==> src/design/tcc_defines.vh <==
// Register offsets, field positions, reset values and codes for the channel-one capture block
`ifndef TCC_DEFINES_VH
`define TCC_DEFINES_VH

// Register byte addresses (word aligned)
`define TCC_ADDR_MODE 8'h18
`define TCC_ADDR_ENABLE 8'h20
`define TCC_ADDR_COUNTER 8'h24
`define TCC_ADDR_CAPTURE 8'h34

// Mode register fields
`define TCC_MODE_DIR_LO 0
`define TCC_MODE_DIR_HI 1
`define TCC_MODE_DIV_LO 2
`define TCC_MODE_DIV_HI 3
`define TCC_MODE_FLT_LO 4
`define TCC_MODE_FLT_HI 7
`define TCC_MODE_MASK 16'h00ff

// Enable register fields
`define TCC_EN_BIT 0
`define TCC_POL_BIT 1
`define TCC_NEN_BIT 2
`define TCC_NPOL_BIT 3
`define TCC_EN_MASK 16'h000f

// Reset values
`define TCC_MODE_RESET 16'h0000
`define TCC_EN_RESET 16'h0000
`define TCC_CAPT_RESET 16'h0000

// Direction codes
`define TCC_DIR_OUTPUT 2'h0
`define TCC_DIR_IN_ONE 2'h1
`define TCC_DIR_IN_TWO 2'h2
`define TCC_DIR_IN_TRIG 2'h3

// Polarity pair codes in input mode
`define TCC_POLPAIR_RISE 2'h0
`define TCC_POLPAIR_FALL 2'h1
`define TCC_POLPAIR_BOTH 2'h3

// Lock levels that freeze the complementary polarity
`define TCC_LOCK_TWO 2'h2
`define TCC_LOCK_THREE 2'h3

// Filter off code
`define TCC_FLT_OFF 4'h0

`endif

==> src/design/tcc_filter.v <==
// Sampling digital filter: passes a level after N agreeing samples
`timescale 1ns/1ps
module tcc_filter #(
  parameter CNT_W = 4
) (
  // Clock and reset
  input wire sys_clk,
  input wire rst_n,
  // Control
  input wire sample_en,
  input wire bypass,
  input wire [CNT_W-1:0] need_len,
  // Data
  input wire din,
  output reg dout
);

  reg [CNT_W-1:0] agree;

  // Count consecutive samples that differ from the held output
  always @(posedge sys_clk or negedge rst_n) begin
    if (!rst_n) begin
      dout <= 1'b0;
      agree <= {CNT_W{1'b0}};
    end else if (bypass) begin
      dout <= din;
      agree <= {CNT_W{1'b0}};
    end else if (sample_en) begin
      if (din == dout) begin
        agree <= {CNT_W{1'b0}};
      end else if (agree + 1'b1 >= need_len) begin
        // With bypass off, only a full run of N new-level samples flips the output
        dout <= din;
        agree <= {CNT_W{1'b0}};
      end else begin
        agree <= agree + 1'b1;
      end
    end
  end

endmodule // tcc_filter

==> src/design/tcc_capture_ch1.v <==
// Timer channel-one capture/compare configuration with Avalon-MM register slave
`timescale 1ns/1ps
`include "tcc_defines.vh"
module tcc_capture_ch1 #(
  parameter CNT_W = 16
) (
  // Clock and reset
  input wire sys_clk,
  input wire rst_n,
  // Avalon-MM slave
  input wire [7:0] avs_address,
  input wire avs_read,
  input wire avs_write,
  input wire [31:0] avs_writedata,
  input wire [3:0] avs_byteenable,
  output reg [31:0] avs_readdata,
  output wire avs_waitrequest,
  output reg [1:0] avs_response,
  // Timer core links
  input wire [CNT_W-1:0] counter_value,
  input wire [1:0] lock_level,
  input wire dts_tick,
  input wire chan_ref_level,
  input wire internal_trigger_source,
  // Pins
  input wire timer_input_one,
  input wire timer_input_two,
  output reg chan_output_pin,
  output reg chan_output_pin_oe,
  output reg chan_complementary_pin,
  output reg chan_complementary_pin_oe,
  // Capture status
  output reg capture_event,
  output reg [CNT_W-1:0] chan_capture_value_reg,
  output wire [1:0] filtered_polarized_input
);

  // Register storage
  reg [15:0] channel_mode_input_config;
  reg [15:0] channel_enable_polarity;
  reg ack;

  // Fields
  wire [1:0] chan_direction_select = channel_mode_input_config[`TCC_MODE_DIR_HI:`TCC_MODE_DIR_LO];
  wire [1:0] capture_event_divider = channel_mode_input_config[`TCC_MODE_DIV_HI:`TCC_MODE_DIV_LO];
  wire [3:0] input_filter_setting = channel_mode_input_config[`TCC_MODE_FLT_HI:`TCC_MODE_FLT_LO];
  wire chan_output_capture_enable = channel_enable_polarity[`TCC_EN_BIT];
  wire chan_polarity = channel_enable_polarity[`TCC_POL_BIT];
  wire complementary_output_enable = channel_enable_polarity[`TCC_NEN_BIT];
  wire complementary_polarity = channel_enable_polarity[`TCC_NPOL_BIT];
  wire is_output = (chan_direction_select == `TCC_DIR_OUTPUT);

  // One-cycle wait on every access gives the master a registered answer
  assign avs_waitrequest = (avs_read | avs_write) & ~ack;
  wire take = (avs_read | avs_write) & ack;
  wire wr_lo = avs_write & take & avs_byteenable[0];
  wire hit_mode = (avs_address == `TCC_ADDR_MODE);
  wire hit_en = (avs_address == `TCC_ADDR_ENABLE);
  wire hit_cnt = (avs_address == `TCC_ADDR_COUNTER);
  wire hit_cap = (avs_address == `TCC_ADDR_CAPTURE);
  wire mapped = hit_mode | hit_en | hit_cnt | hit_cap;

  // Access acknowledge toggles so each request spends exactly one wait cycle
  always @(posedge sys_clk or negedge rst_n) begin
    if (!rst_n) begin
      ack <= 1'b0;
    end else begin
      ack <= (avs_read | avs_write) & ~ack;
    end
  end

  // Mode register writes
  always @(posedge sys_clk or negedge rst_n) begin
    if (!rst_n) begin
      channel_mode_input_config <= `TCC_MODE_RESET;
    end else if (wr_lo && hit_mode) begin
      channel_mode_input_config[`TCC_MODE_FLT_HI:`TCC_MODE_DIV_LO] <=
        avs_writedata[`TCC_MODE_FLT_HI:`TCC_MODE_DIV_LO];
      if (!chan_output_capture_enable) begin
        channel_mode_input_config[`TCC_MODE_DIR_HI:`TCC_MODE_DIR_LO] <=
          avs_writedata[`TCC_MODE_DIR_HI:`TCC_MODE_DIR_LO];
      end
    end
  end

  // Enable/polarity register writes
  always @(posedge sys_clk or negedge rst_n) begin
    if (!rst_n) begin
      channel_enable_polarity <= `TCC_EN_RESET;
    end else if (wr_lo && hit_en) begin
      channel_enable_polarity[`TCC_EN_BIT] <= avs_writedata[`TCC_EN_BIT];
      channel_enable_polarity[`TCC_POL_BIT] <= avs_writedata[`TCC_POL_BIT];
      channel_enable_polarity[`TCC_NEN_BIT] <= avs_writedata[`TCC_NEN_BIT];
      if (lock_level != `TCC_LOCK_TWO && lock_level != `TCC_LOCK_THREE) begin
        channel_enable_polarity[`TCC_NPOL_BIT] <= avs_writedata[`TCC_NPOL_BIT];
      end
    end
  end

  // Read data and response, registered at the edge that ends the wait cycle
  always @(posedge sys_clk or negedge rst_n) begin
    if (!rst_n) begin
      avs_readdata <= 32'h0000_0000;
      avs_response <= 2'h0;
    end else if ((avs_read | avs_write) && !ack) begin
      avs_response <= mapped ? 2'h0 : 2'h3;
      if (hit_mode) begin
        avs_readdata <= {16'h0000, channel_mode_input_config & `TCC_MODE_MASK};
      end else if (hit_en) begin
        avs_readdata <= {16'h0000, channel_enable_polarity & `TCC_EN_MASK};
      end else if (hit_cnt) begin
        avs_readdata <= {{(32-CNT_W){1'b0}}, counter_value};
      end else if (hit_cap) begin
        avs_readdata <= {{(32-CNT_W){1'b0}}, chan_capture_value_reg};
      end else begin
        avs_readdata <= 32'h0000_0000;
      end
    end
  end

  // Pin synchronisers; first stage feeds only the second
  reg [1:0] sync_a;
  reg [1:0] sync_b;
  always @(posedge sys_clk or negedge rst_n) begin
    if (!rst_n) begin
      sync_a <= 2'h0;
      sync_b <= 2'h0;
    end else begin
      sync_a <= {timer_input_two, timer_input_one};
      sync_b <= sync_a;
    end
  end

  // Filter table lookup
  reg [5:0] samp_div;
  reg [3:0] flt_len;
  always @* begin
    case (input_filter_setting)
      4'h1: begin samp_div = 6'h01; flt_len = 4'h2; end
      4'h2: begin samp_div = 6'h01; flt_len = 4'h4; end
      4'h3: begin samp_div = 6'h01; flt_len = 4'h8; end
      4'h4: begin samp_div = 6'h02; flt_len = 4'h6; end
      4'h5: begin samp_div = 6'h02; flt_len = 4'h8; end
      4'h6: begin samp_div = 6'h04; flt_len = 4'h6; end
      4'h7: begin samp_div = 6'h04; flt_len = 4'h8; end
      4'h8: begin samp_div = 6'h08; flt_len = 4'h6; end
      4'h9: begin samp_div = 6'h08; flt_len = 4'h8; end
      4'ha: begin samp_div = 6'h10; flt_len = 4'h5; end
      4'hb: begin samp_div = 6'h10; flt_len = 4'h6; end
      4'hc: begin samp_div = 6'h10; flt_len = 4'h8; end
      4'hd: begin samp_div = 6'h20; flt_len = 4'h5; end
      4'he: begin samp_div = 6'h20; flt_len = 4'h6; end
      4'hf: begin samp_div = 6'h20; flt_len = 4'h8; end
      default: begin samp_div = 6'h01; flt_len = 4'h1; end
    endcase
  end

  // Sample enable divider on the timer clock
  reg [5:0] div_cnt;
  wire div_tick = (div_cnt + 6'h01 >= samp_div);
  always @(posedge sys_clk or negedge rst_n) begin
    if (!rst_n) begin
      div_cnt <= 6'h00;
    end else if (div_tick) begin
      div_cnt <= 6'h00;
    end else begin
      div_cnt <= div_cnt + 6'h01;
    end
  end

  wire flt_off = (input_filter_setting == `TCC_FLT_OFF);
  wire samp_en = flt_off ? dts_tick : div_tick;
  wire [1:0] filt;
  // Bypassed filters follow the pin, so a later filter code starts from the live level

  // One filter per timer input
  genvar gi;
  generate
    for (gi = 0; gi < 2; gi = gi + 1) begin : g_flt
      tcc_filter #(.CNT_W(4)) u_flt (
        .sys_clk(sys_clk),
        .rst_n(rst_n),
        .sample_en(samp_en),
        .bypass(flt_off),
        .need_len(flt_len),
        .din(sync_b[gi]),
        .dout(filt[gi])
      );
    end
  endgenerate

  // Held sample when filtering is off, taken on the reference tick
  reg [1:0] ref_samp;
  always @(posedge sys_clk or negedge rst_n) begin
    if (!rst_n) begin
      ref_samp <= 2'h0;
    end else if (dts_tick) begin
      ref_samp <= sync_b;
    end
  end
  wire [1:0] flt_out = flt_off ? ref_samp : filt;

  wire [1:0] pol_pair = {complementary_polarity, chan_polarity};
  assign filtered_polarized_input = (pol_pair == `TCC_POLPAIR_FALL) ? ~flt_out : flt_out;

  reg sel_in;
  always @* begin
    case (chan_direction_select)
      `TCC_DIR_IN_ONE: sel_in = filtered_polarized_input[0];
      `TCC_DIR_IN_TWO: sel_in = filtered_polarized_input[1];
      `TCC_DIR_IN_TRIG: sel_in = internal_trigger_source;
      default: sel_in = 1'b0;
    endcase
  end

  // Edge detection on the selected capture input
  reg sel_d;
  always @(posedge sys_clk or negedge rst_n) begin
    if (!rst_n) begin
      sel_d <= 1'b0;
    end else begin
      sel_d <= sel_in;
    end
  end
  wire rise = sel_in & ~sel_d;
  wire fall = ~sel_in & sel_d;
  // edge choice; inverted signal's rise is a pin fall
  wire edge_hit = (pol_pair == `TCC_POLPAIR_BOTH) ? (rise | fall) : rise;
  wire chan_capture_input = edge_hit & ~is_output;

  reg [2:0] ev_cnt;
  wire [2:0] ev_lim = (3'h1 << capture_event_divider) - 3'h1;
  wire div_done = (ev_cnt >= ev_lim);
  always @(posedge sys_clk or negedge rst_n) begin
    if (!rst_n) begin
      ev_cnt <= 3'h0;
    end else if (is_output || !chan_output_capture_enable) begin
      ev_cnt <= 3'h0;
    end else if (chan_capture_input) begin
      ev_cnt <= div_done ? 3'h0 : ev_cnt + 3'h1;
    end
  end

  always @(posedge sys_clk or negedge rst_n) begin
    if (!rst_n) begin
      chan_capture_value_reg <= `TCC_CAPT_RESET;
      capture_event <= 1'b0;
    end else begin
      capture_event <= chan_capture_input & div_done & chan_output_capture_enable;
      if (chan_capture_input && div_done && chan_output_capture_enable) begin
        chan_capture_value_reg <= counter_value;
      end
    end
  end

  // Output pins, registered
  always @(posedge sys_clk or negedge rst_n) begin
    if (!rst_n) begin
      chan_output_pin <= 1'b0;
      chan_output_pin_oe <= 1'b0;
      chan_complementary_pin <= 1'b0;
      chan_complementary_pin_oe <= 1'b0;
    end else begin
      chan_output_pin_oe <= is_output & chan_output_capture_enable;
      chan_output_pin <= chan_ref_level ^ chan_polarity;
      chan_complementary_pin_oe <= complementary_output_enable;
      chan_complementary_pin <= ~chan_ref_level ^ complementary_polarity;
    end
  end

endmodule // tcc_capture_ch1

==> config.mk <==
export PLATFORM = sky130hd
export DESIGN_NAME = tcc_capture_ch1
export DESIGN_NICKNAME = d
export VERILOG_FILES = /design/src/design/tcc_filter.v /design/src/design/tcc_capture_ch1.v
export VERILOG_INCLUDE_DIRS = /design/src /design/src/design
export SDC_FILE = /design/constraint.sdc
export NUM_CORES = 1
export LEC_CHECK = 0
export BUFFER_PORTS_ARGS = -buffer_cell sky130_fd_sc_hd__clkbuf_2
export CAP_MARGIN = 0
export CELL_PAD_IN_SITES_DETAIL_PLACEMENT = 0
export CELL_PAD_IN_SITES_GLOBAL_PLACEMENT = 1
export CORE_AREA = 2 2 107 109
export CTS_CLUSTER_DIAMETER = 100
export DETAILED_ROUTE_END_ITERATION = 10
export DIE_AREA = 0 0 109 111
export GPL_ROUTABILITY_DRIVEN = 1
export PLACE_DENSITY_LB_ADDON = 0.1
export SLEW_MARGIN = 15
export SYNTH_ARGS = -nofsm -noshare
export SYNTH_HDL_FRONTEND = slang
export SYNTH_SLANG_ARGS = --single-unit
==> constraint.sdc <==
create_clock -name sys_clk -period 3.66 [get_ports sys_clk]
set_input_delay 0.366 -clock sys_clk [delete_from_list [all_inputs] [get_ports sys_clk]]
set_output_delay 0.366 -clock sys_clk [all_outputs]
set_load 0.02 [all_outputs]
Yosys cells after proc, flatten, opt, wreduce, memory -nomap -nowiden:

Memories as Yosys holds them, arrays and structs flattened.
Cells that the tools add are included.

* register bits after elaboration: 94
* latch bits: 0
* memory bits (writable): 0
* ROM bits: 160
* input port bits: 71
* output and inout bits: 58
* logic and storage cells: 122
* memories: 1

Memory list
* (no name shown): depth 16, bits a word 10, rd ports 1, clocked after memory_dff 0, write ports 0, RTL line tcc_capture_ch1.v:138 `case (input_filter_setting)`

* add/sub/neg operators: 5
* multiply operators: 0
* div/mod/pow operators: 0
* magnitude comparators: 4
* eq/ne operators: 15
* shift operators: 1
* mux-type cells: 30
* bitwise logic cells: 24
* reductions and logical operators: 19

Operators with widths (count)
* two-way mux 16 bit: 3
* two-way mux 32 bit: 1
* two-way mux 4 bit: 8
* == test 8 x 6 -> 1 bit (second input constant): 3
* bitwise AND 1 bit: 10
* two-way mux 1 bit: 10
* two-way mux 3 bit: 3
* adder 4 x 1 -> 4 bit (second input constant): 2
* == test 8 x 5 -> 1 bit (second input constant): 1
* >= comparator 4 bit: 2
* inequality test 2 bit (second input constant): 4
* nonzero test 2 bit: 4
* adder 6 x 1 -> 6 bit (second input constant): 1
* == test 2 bit (second input constant): 3
* >= comparator 6 bit: 1
* logical AND 1 bit: 6
* two-way mux 2 bit: 3
* two-way mux 6 bit: 1
* inverter 1 bit: 6
* AND reduction 3 bit: 2
* OR 1 bit: 5
* == test 2 x 1 -> 1 bit (second input constant): 2
* logical NOT 4 bit: 1
* AND reduction 2 bit: 2
* 11 further kinds: 14

Depth between registers and ports, before layout:

Gate-level depths: netlist (run 1).

* depth in word-level cells: 12
* depth in mapped cells: 14
* mapped depth without buffers: 14

Modules after synthesis:

Synthesis (run 1) repeated with hierarchy kept, for this count alone.

* cells, all modules: 392
* area, all modules: 4320.4 um^2

By module, submodules not included
* tcc_capture_ch1: instances 1, cells each 320, area each 3579.7 um^2
* tcc_filter: instances 2, cells each 36, area each 370.4 um^2

Worst setup path after synthesis (run 1):

OpenSTA, ideal clock, no wires.

* path kind: reg-to-reg
* start: reg channel_mode_input_config[6]
* end: reg chan_capture_value_reg[0]
* library setup time: 0.125 ns
* data arrival time: 3.223 ns
* data required time: 3.535 ns
* slack: 0.312 ns
* cell stages (with the launch flop): 14
* path buffers: 3
* clock period less this slack: 3.348 ns
* path through: dfrtp_1 clkbuf_1 nor2_1 nand2_1 mux2i_1 xnor2_1 mux2i_1 mux2i_1 ha_1 a311oi_1 and3_1 buf_2 buf_4 mux2_2

* word-level cells in the longest chain between the ends: 12
* elaborated cells on any way between the ends: 13
* those cells by class: mux (4); bitwise (6); reduce/logical (3)

RTL lines
* start: declaration: RTL line tcc_capture_ch1.v:39 `reg [15:0] channel_mode_input_config;`
* start signal: assignment: RTL line tcc_capture_ch1.v:75 `` channel_mode_input_config <= `TCC_MODE_RESET; ``
* start signal: indexed assignment: RTL line tcc_capture_ch1.v:77 `` channel_mode_input_config[`TCC_MODE_FLT_HI:`TCC_MODE_DIV_LO] <= ``
* start signal: indexed assignment: RTL line tcc_capture_ch1.v:80 `` channel_mode_input_config[`TCC_MODE_DIR_HI:`TCC_MODE_DIR_LO] <= ``
* logical NOT 4 bit (no source line) *
* two-way mux 2 bit *: RTL line tcc_capture_ch1.v:201 `wire [1:0] flt_out = flt_off ? ref_samp : filt;`
* inverter 2 bit: RTL line tcc_capture_ch1.v:204 `` assign filtered_polarized_input = (pol_pair == `TCC_POLPAIR_FALL) ? ~flt_out : flt_out; ``
* two-way mux 2 bit *: RTL line tcc_capture_ch1.v:204
* via filtered_polarized_input[0]: RTL line tcc_capture_ch1.v:35 `output wire [1:0] filtered_polarized_input`
* one-hot mux 1 bit (3 select lines) *: RTL line tcc_capture_ch1.v:208 `case (chan_direction_select)`
* via sel_in: RTL line tcc_capture_ch1.v:206 `reg sel_in;`
* inverter 1 bit: RTL line tcc_capture_ch1.v:226 `wire fall = ~sel_in & sel_d;`
* bitwise AND 1 bit: RTL line tcc_capture_ch1.v:226
* OR 1 bit: RTL line tcc_capture_ch1.v:228 `` wire edge_hit = (pol_pair == `TCC_POLPAIR_BOTH) ? (rise | fall) : rise; ``
* two-way mux 1 bit *: RTL line tcc_capture_ch1.v:228
* bitwise AND 1 bit *: RTL line tcc_capture_ch1.v:229 `wire chan_capture_input = edge_hit & ~is_output;`
* logical AND 1 bit * (2 in a row): RTL line tcc_capture_ch1.v:250 `if (chan_capture_input && div_done && chan_output_capture_enable) begin`
* end signal: assignment: RTL line tcc_capture_ch1.v:246 `` chan_capture_value_reg <= `TCC_CAPT_RESET; ``
* end signal: assignment: RTL line tcc_capture_ch1.v:251 `chan_capture_value_reg <= counter_value;`
* end: declaration: RTL line tcc_capture_ch1.v:34 `output reg [CNT_W-1:0] chan_capture_value_reg,`

Mark *: on every way through the listed nets, which the timed path passes. The rest lies on a longest branch.
A chain may end at the register's enable or synchronous reset.

Worst setup path after layout (run 1):

* start: reg channel_mode_input_config[5]
* end: reg chan_capture_value_reg[12]

* word-level cells in the longest chain between the ends: 12
* elaborated cells on any way between the ends: 13
* those cells by class: mux (4); bitwise (6); reduce/logical (3)

RTL lines (RTL line)
* logical NOT 4 bit (no source line) *
* two-way mux 2 bit *: tcc_capture_ch1.v:201
* inverter 2 bit: tcc_capture_ch1.v:204
* two-way mux 2 bit *: tcc_capture_ch1.v:204
* one-hot mux 1 bit (3 select lines) *: tcc_capture_ch1.v:208
* via sel_in: tcc_capture_ch1.v:206
* inverter 1 bit: tcc_capture_ch1.v:226
* bitwise AND 1 bit: tcc_capture_ch1.v:226
* OR 1 bit: tcc_capture_ch1.v:228
* two-way mux 1 bit *: tcc_capture_ch1.v:228
* bitwise AND 1 bit *: tcc_capture_ch1.v:229
* logical AND 1 bit * (2 in a row): tcc_capture_ch1.v:250

Marks and branches as above.

==> results of run 1 <==
## cells by family after synthesis
logic type,count (synthesis),synth area share
other cells,1,0.000897
buf+inv,40,0.0550
simple gates,106,0.125
flops,77,0.461
xor+xnor,16,0.0335
compound gates,80,0.124
fa+ha+maj,27,0.0808
mux,43,0.120
## final cells by class
| type | count | area share |
|---|---|---|
| multi-input combinational | 288 | 0.415 |
| sequential | 77 | 0.384 |
| timing repair buffer | 93 | 0.100 |
| clock buffer | 12 | 0.0491 |
| tap | 143 | 0.0356 |
| clock inverter | 4 | 0.00947 |
| inverter | 10 | 0.00747 |
## report_power, final
part | switching (mW) | internal, mW
Sequential | 0.0143 | 0.871
Clock | 0.337 | 0.545
Combinational | 0.136 | 0.0717
Total | 0.487 | 1.49
## final timing paths
check / cells after the start / to / startpoint / slack (ns)
min in group asynchronous: 1 / div_cnt[3] / rst_n / 0.20
hold reg to reg: 0 / sync_b[1] / sync_a[1] / 0.34
setup reg to reg: 12 / chan_capture_value_reg[12] / channel_mode_input_config[5] / 0.36
max in group asynchronous: 1 / chan_output_pin_oe / rst_n / 2.84
setup / recovery: 12 / chan_capture_value_reg[12] / channel_mode_input_config[5] / 0.36
hold / removal: 1 / sync_a[0] / timer_input_one / 0.13
## metal layers
layer | share of wire | vias to the layer above
met5 | 0 | -
met4 | 0.028 | 0
met3 | 0.036 | 17
met2 | 0.49 | 60
met1 | 0.45 | 1506
li1 | - | 1526
## synth_stat cells, types with 6 or more instances
cell	instances	share of area
nand3_1	17	0.020
mux2i_1	8	0.019
a21o_1	8	0.014
a21oi_1	12	0.014
o21ai_0	28	0.034
buf_4	18	0.032
ha_1	27	0.081
xnor2_1	6	0.013
a22oi_1	12	0.022
nor2_1	19	0.017
inv_1	9	0.0081
dfrtp_1	77	0.46
nand2_1	41	0.037
clkbuf_1	7	0.0063
xor2_1	10	0.021
nand3b_1	6	0.011
mux2_2	30	0.081
==> impl_metrics.tcl, run 1 <==
set metrics [dict create \
    synth_edf_count 0 \
    finalNonFillerCells 627 \
    finalInstanceArea_um2 5020 \
    antenna_found_initial 0 \
    drv_slew 0 \
    cts_buffer_depth 2 \
    synth_area_per_cell_um2 10.7 \
    finalPower_mw 1.97 \
    path_max_fanout 17 \
    crit_top_cell "mux2i_1" \
    setup_viol 0 \
    clock_sink_count 77 \
    coreArea_um2 11100 \
    max_slew_margin 0.348 \
    synth_ff_type "dfrtp_1" \
    tightest_slew_ns 0.978 \
    worst_slack_ns 0.361 \
    critPathBufInv 2 \
    cts_buffers 9 \
    yosys_warnings 0 \
    ys_types 45 \
    pre_cts_ws_ns 0.331 \
    grt_busiest_layer "met2" \
    dieArea_um2 12100 \
    die_x_um 109 \
    period_share 0.901 \
    netlist_instances 390 \
    outcome "complete, no violations" \
    cts_max_level 3 \
    path_delay_family "multiplexers" \
    detail_route.drc_violations 0 \
    clk_pin_slew_ns 0.06 \
    cts_hold_buf 0 \
    place_congestion 0.786 \
    postLayoutCoreUtil 0.453 \
    clk_latency_ns 0.33 \
    powerDensity_nw_per_um2 393 \
    grt_usage 0.169 \
    portBuffers 84 \
    wl_per_cell_um 15.0 \
    grt.met3_usage 0.0300 \
    syn_area_um2 4180 \
    path_cells "inv_1, ha_1, nand2_1, mux2i_1, xnor2_1, mux2i_1, mux2i_1, ha_1, a311oi_1, and3_1, buf_12, mux2_2" \
    cp_slowest_stage_delay_ns 0.40 \
    synthArstFlopShare 1.00 \
    fin_worst_skew_ns 0.00600 \
    regArea_um2 1930 \
    ios 129 \
    diodes 0 \
    drt_iter0_markers 112 \
    rows 39 \
    multi_input_area_um2 2080 \
    arrival_ns 3.51 \
    post-cts-setup-buffers 0 \
    cp-end-kind "register" \
    start_util 0.378 \
    synth-seq-cells 77 \
    maxCapViolCount 0 \
    fill_cells 1065 \
    ir_worst_vdd_mv 0.229 \
    cts_tree "yes" \
    grt_use_met1 0.217 \
    critical_path_class "reg2reg" \
    max_freq_ghz 0.303 \
    hold_ws_ns 0.135 \
    grt-ovfl-total 0 \
    area_delta_synth_final_pct 20.1 \
    drtAntennaViolNets 0 \
    final_common_cell "clkbuf_2" \
    dp_cells 611 \
    layout_min_cycle_time_ns 3.30 \
    grt_pass1_wl_mm 15.7 \
    clockRootBuffer "clkbuf_16" \
    tns_ns 0 \
    leakagePower_nw 2.44 \
    fin_nets 577 \
    hpwl_mm 6.99 \
    layout_common_cells "clkbuf_2 (83), dfrtp_1 (77), nand2_1 (41)" \
    routed_wl_mm 9.43 \
    critPathLaunchType "register" \
    cp_data_required_time_ns 3.88 \
    hold_class "in2reg" \
    grt_util_met2 0.267 \
    first_pass_iters 4 \
    die_height_um 111 \
    post_dp_cell_area_um2 4730 \
    finalHoldViolCount 0 \
    grt_max_degree 78 \
    cts_resized 0 \
    rsz0062_at_grt "no" \
    drive_gt1_frac 0.304 \
    cpMaxStageDelayCell "a311oi_1" \
    num_vias 3109 \
    ys_seq_area_frac 0.461 \
    grt_pass1_vias 3086 \
    vias_per_cell 4.96 \
]
Power figures use the tool's default switching activity.
==> inputs of run 2 (changes only) <==
- GPL_TIMING_DRIVEN: default -> 0
==> impl_metrics.tcl, run 2 (synthesized netlist as in run 1, its figures left out) <==
set metrics [dict create \
    num_vias 3176 \
    die_height_um 111 \
    postLayoutCoreUtil 0.474 \
    die_x_um 109 \
    finalInstanceArea_um2 5250 \
    arrival_ns 3.64 \
    post_dp_cell_area_um2 4870 \
    clock_sink_count 77 \
    tightest_slew_ns 0.597 \
    detail_route.drc_violations 0 \
    p_seq_frac 0.423 \
    portBuffers 84 \
    dieArea_um2 12100 \
    grt_usage 0.173 \
    layout_min_cycle_time_ns 3.41 \
    drv_slew 0 \
    clk_latency_ns 0.34 \
    fin_nets 603 \
    setup_viol 0 \
    grt_max_degree 55 \
    rows 39 \
    met1_length_mm 4.42 \
    period_share 0.931 \
    critPathLaunchType "register" \
    routed_wl_mm 9.70 \
    drt_iter0_markers 115 \
    max_slew_margin 0.600 \
    cts_buffers 9 \
    routed.top_layer "met4" \
    grt_pass1_vias 3142 \
    place_congestion 0.797 \
    hpwl_mm 7.34 \
    power.share.clock 0.468 \
    diodes 0 \
    grt-ovfl-total 0 \
    cts_max_level 3 \
    hold_ws_ns 0.130 \
    cts_buffer_depth 2 \
    rsz0062_at_grt "no" \
    cp_data_required_time_ns 3.89 \
    switching_share 0.239 \
    area_delta_synth_final_pct 25.5 \
    fill_cells 1082 \
    fin_worst_skew_ns 0.00520 \
    start_util 0.378 \
    met2WireLength_mm 4.55 \
    p_sw_mw 0.501 \
    ios 129 \
    ir_worst_vdd_mv 0.248 \
    clockRootBuffer "clkbuf_16" \
    reg2regPathDepth 13 \
    finalHoldViolCount 0 \
    drive_gt1_frac 0.337 \
    powerDensity_nw_per_um2 399 \
    final_common_cell "clkbuf_2" \
    intPower_mw 1.59 \
    tns_ns 0 \
    cp-end-kind "register" \
    vias_per_cell 4.86 \
    drtAntennaViolNets 0 \
    critical_path_class "reg2reg" \
    max_freq_ghz 0.293 \
    hold_path_depth 1 \
    layout_common_cells "clkbuf_2 (83), dfrtp_1 (75), nand2_1 (41)" \
    maxCapViolCount 0 \
    antenna_found_initial 0 \
    first_pass_iters 4 \
    outcome "complete, no violations" \
    grt_pass1_wl_mm 16.0 \
    wl_per_cell_um 14.9 \
    clk_pin_slew_ns 0.06 \
    cts_tree "yes" \
    wl_met3_um 560 \
    path_max_fanout 10 \
    combPwrFrac 0.109 \
    leakagePower_nw 2.57 \
    coreArea_um2 11100 \
    hold_class "in2reg" \
]
-- run 2: final cells by class --
class	instances	area (µm²)	area share
Multi-Input combinational cell	288	2100	0.400
Tap cell	143	179	0.0341
Buffer	30	195	0.0372
Inverter	10	37.5	0.00715
Timing Repair Buffer	89	483	0.0920
Clock buffer	12	256	0.0489
Sequential cell	77	1930	0.368
Clock inverter	4	70.1	0.0133
-- run 2: critical path, cell delays in order, from the launching register on --
cell and delay (ns):
dfrtp_2 0.44, inv_1 0.17, ha_1 0.24, nand2_1 0.13
mux2i_1 0.22, xnor2_1 0.18, mux2i_1 0.11, mux2i_1 0.20
ha_1 0.29, a311oi_2 0.34, and3_1 0.22, clkbuf_4 0.20
buf_4 0.22, mux2_2 0.35
-- run 2: metal layers --
layer	GRT usage	vias to the layer above
met2	0.269	81
met4	0.0624	0
met5	0	-
met3	0.0506	12
met1	0.227	1503
li1	-	1580
-- run 2: stage by stage --
stage                     std cells  setup WS, ns  total power, mW
after floorplan                 405         0.312             1.04
after global placement          632        -0.127             1.12
after detailed placement        633       -0.0873             1.13
after CTS                       650       0.00691             2.12
after global routing            653      0.000295             2.19
final                           653         0.251             2.09
-- run 2: what timing repair did --
action,CTS,global route
setup endpoints to repair,9,16
gates resized for setup,2,6
setup buffers,0,3
hold buffers,1,0
endpoints found under the hold margin,23,0
-- run 2: path summary, 6_finish.rpt --
kind | start | to | slack, ns
setup / recovery | channel_mode_input_config[4] | chan_capture_value_reg[11] | 0.25
hold / removal | timer_input_one | sync_a[0] | 0.13
setup reg to reg | channel_mode_input_config[4] | chan_capture_value_reg[11] | 0.25
hold reg to reg | sync_a[0] | sync_b[0] | 0.35
max in group asynchronous | rst_n | channel_mode_input_config[4] | 2.55
min in group asynchronous | rst_n | div_cnt[4] | 0.50
-- run 2: power by group through the flow --
| stage | sequential, mW | clock [mW] | combinational (mW) |
|---|---|---|---|
| floorplan | 0.903 | 0 | 0.134 |
| global placement | 0.901 | 0 | 0.223 |
| detailed placement | 0.902 | 0 | 0.231 |
| CTS | 0.886 | 1.00 | 0.232 |
| global route | 0.888 | 1.04 | 0.260 |
| finish | 0.886 | 0.979 | 0.228 |
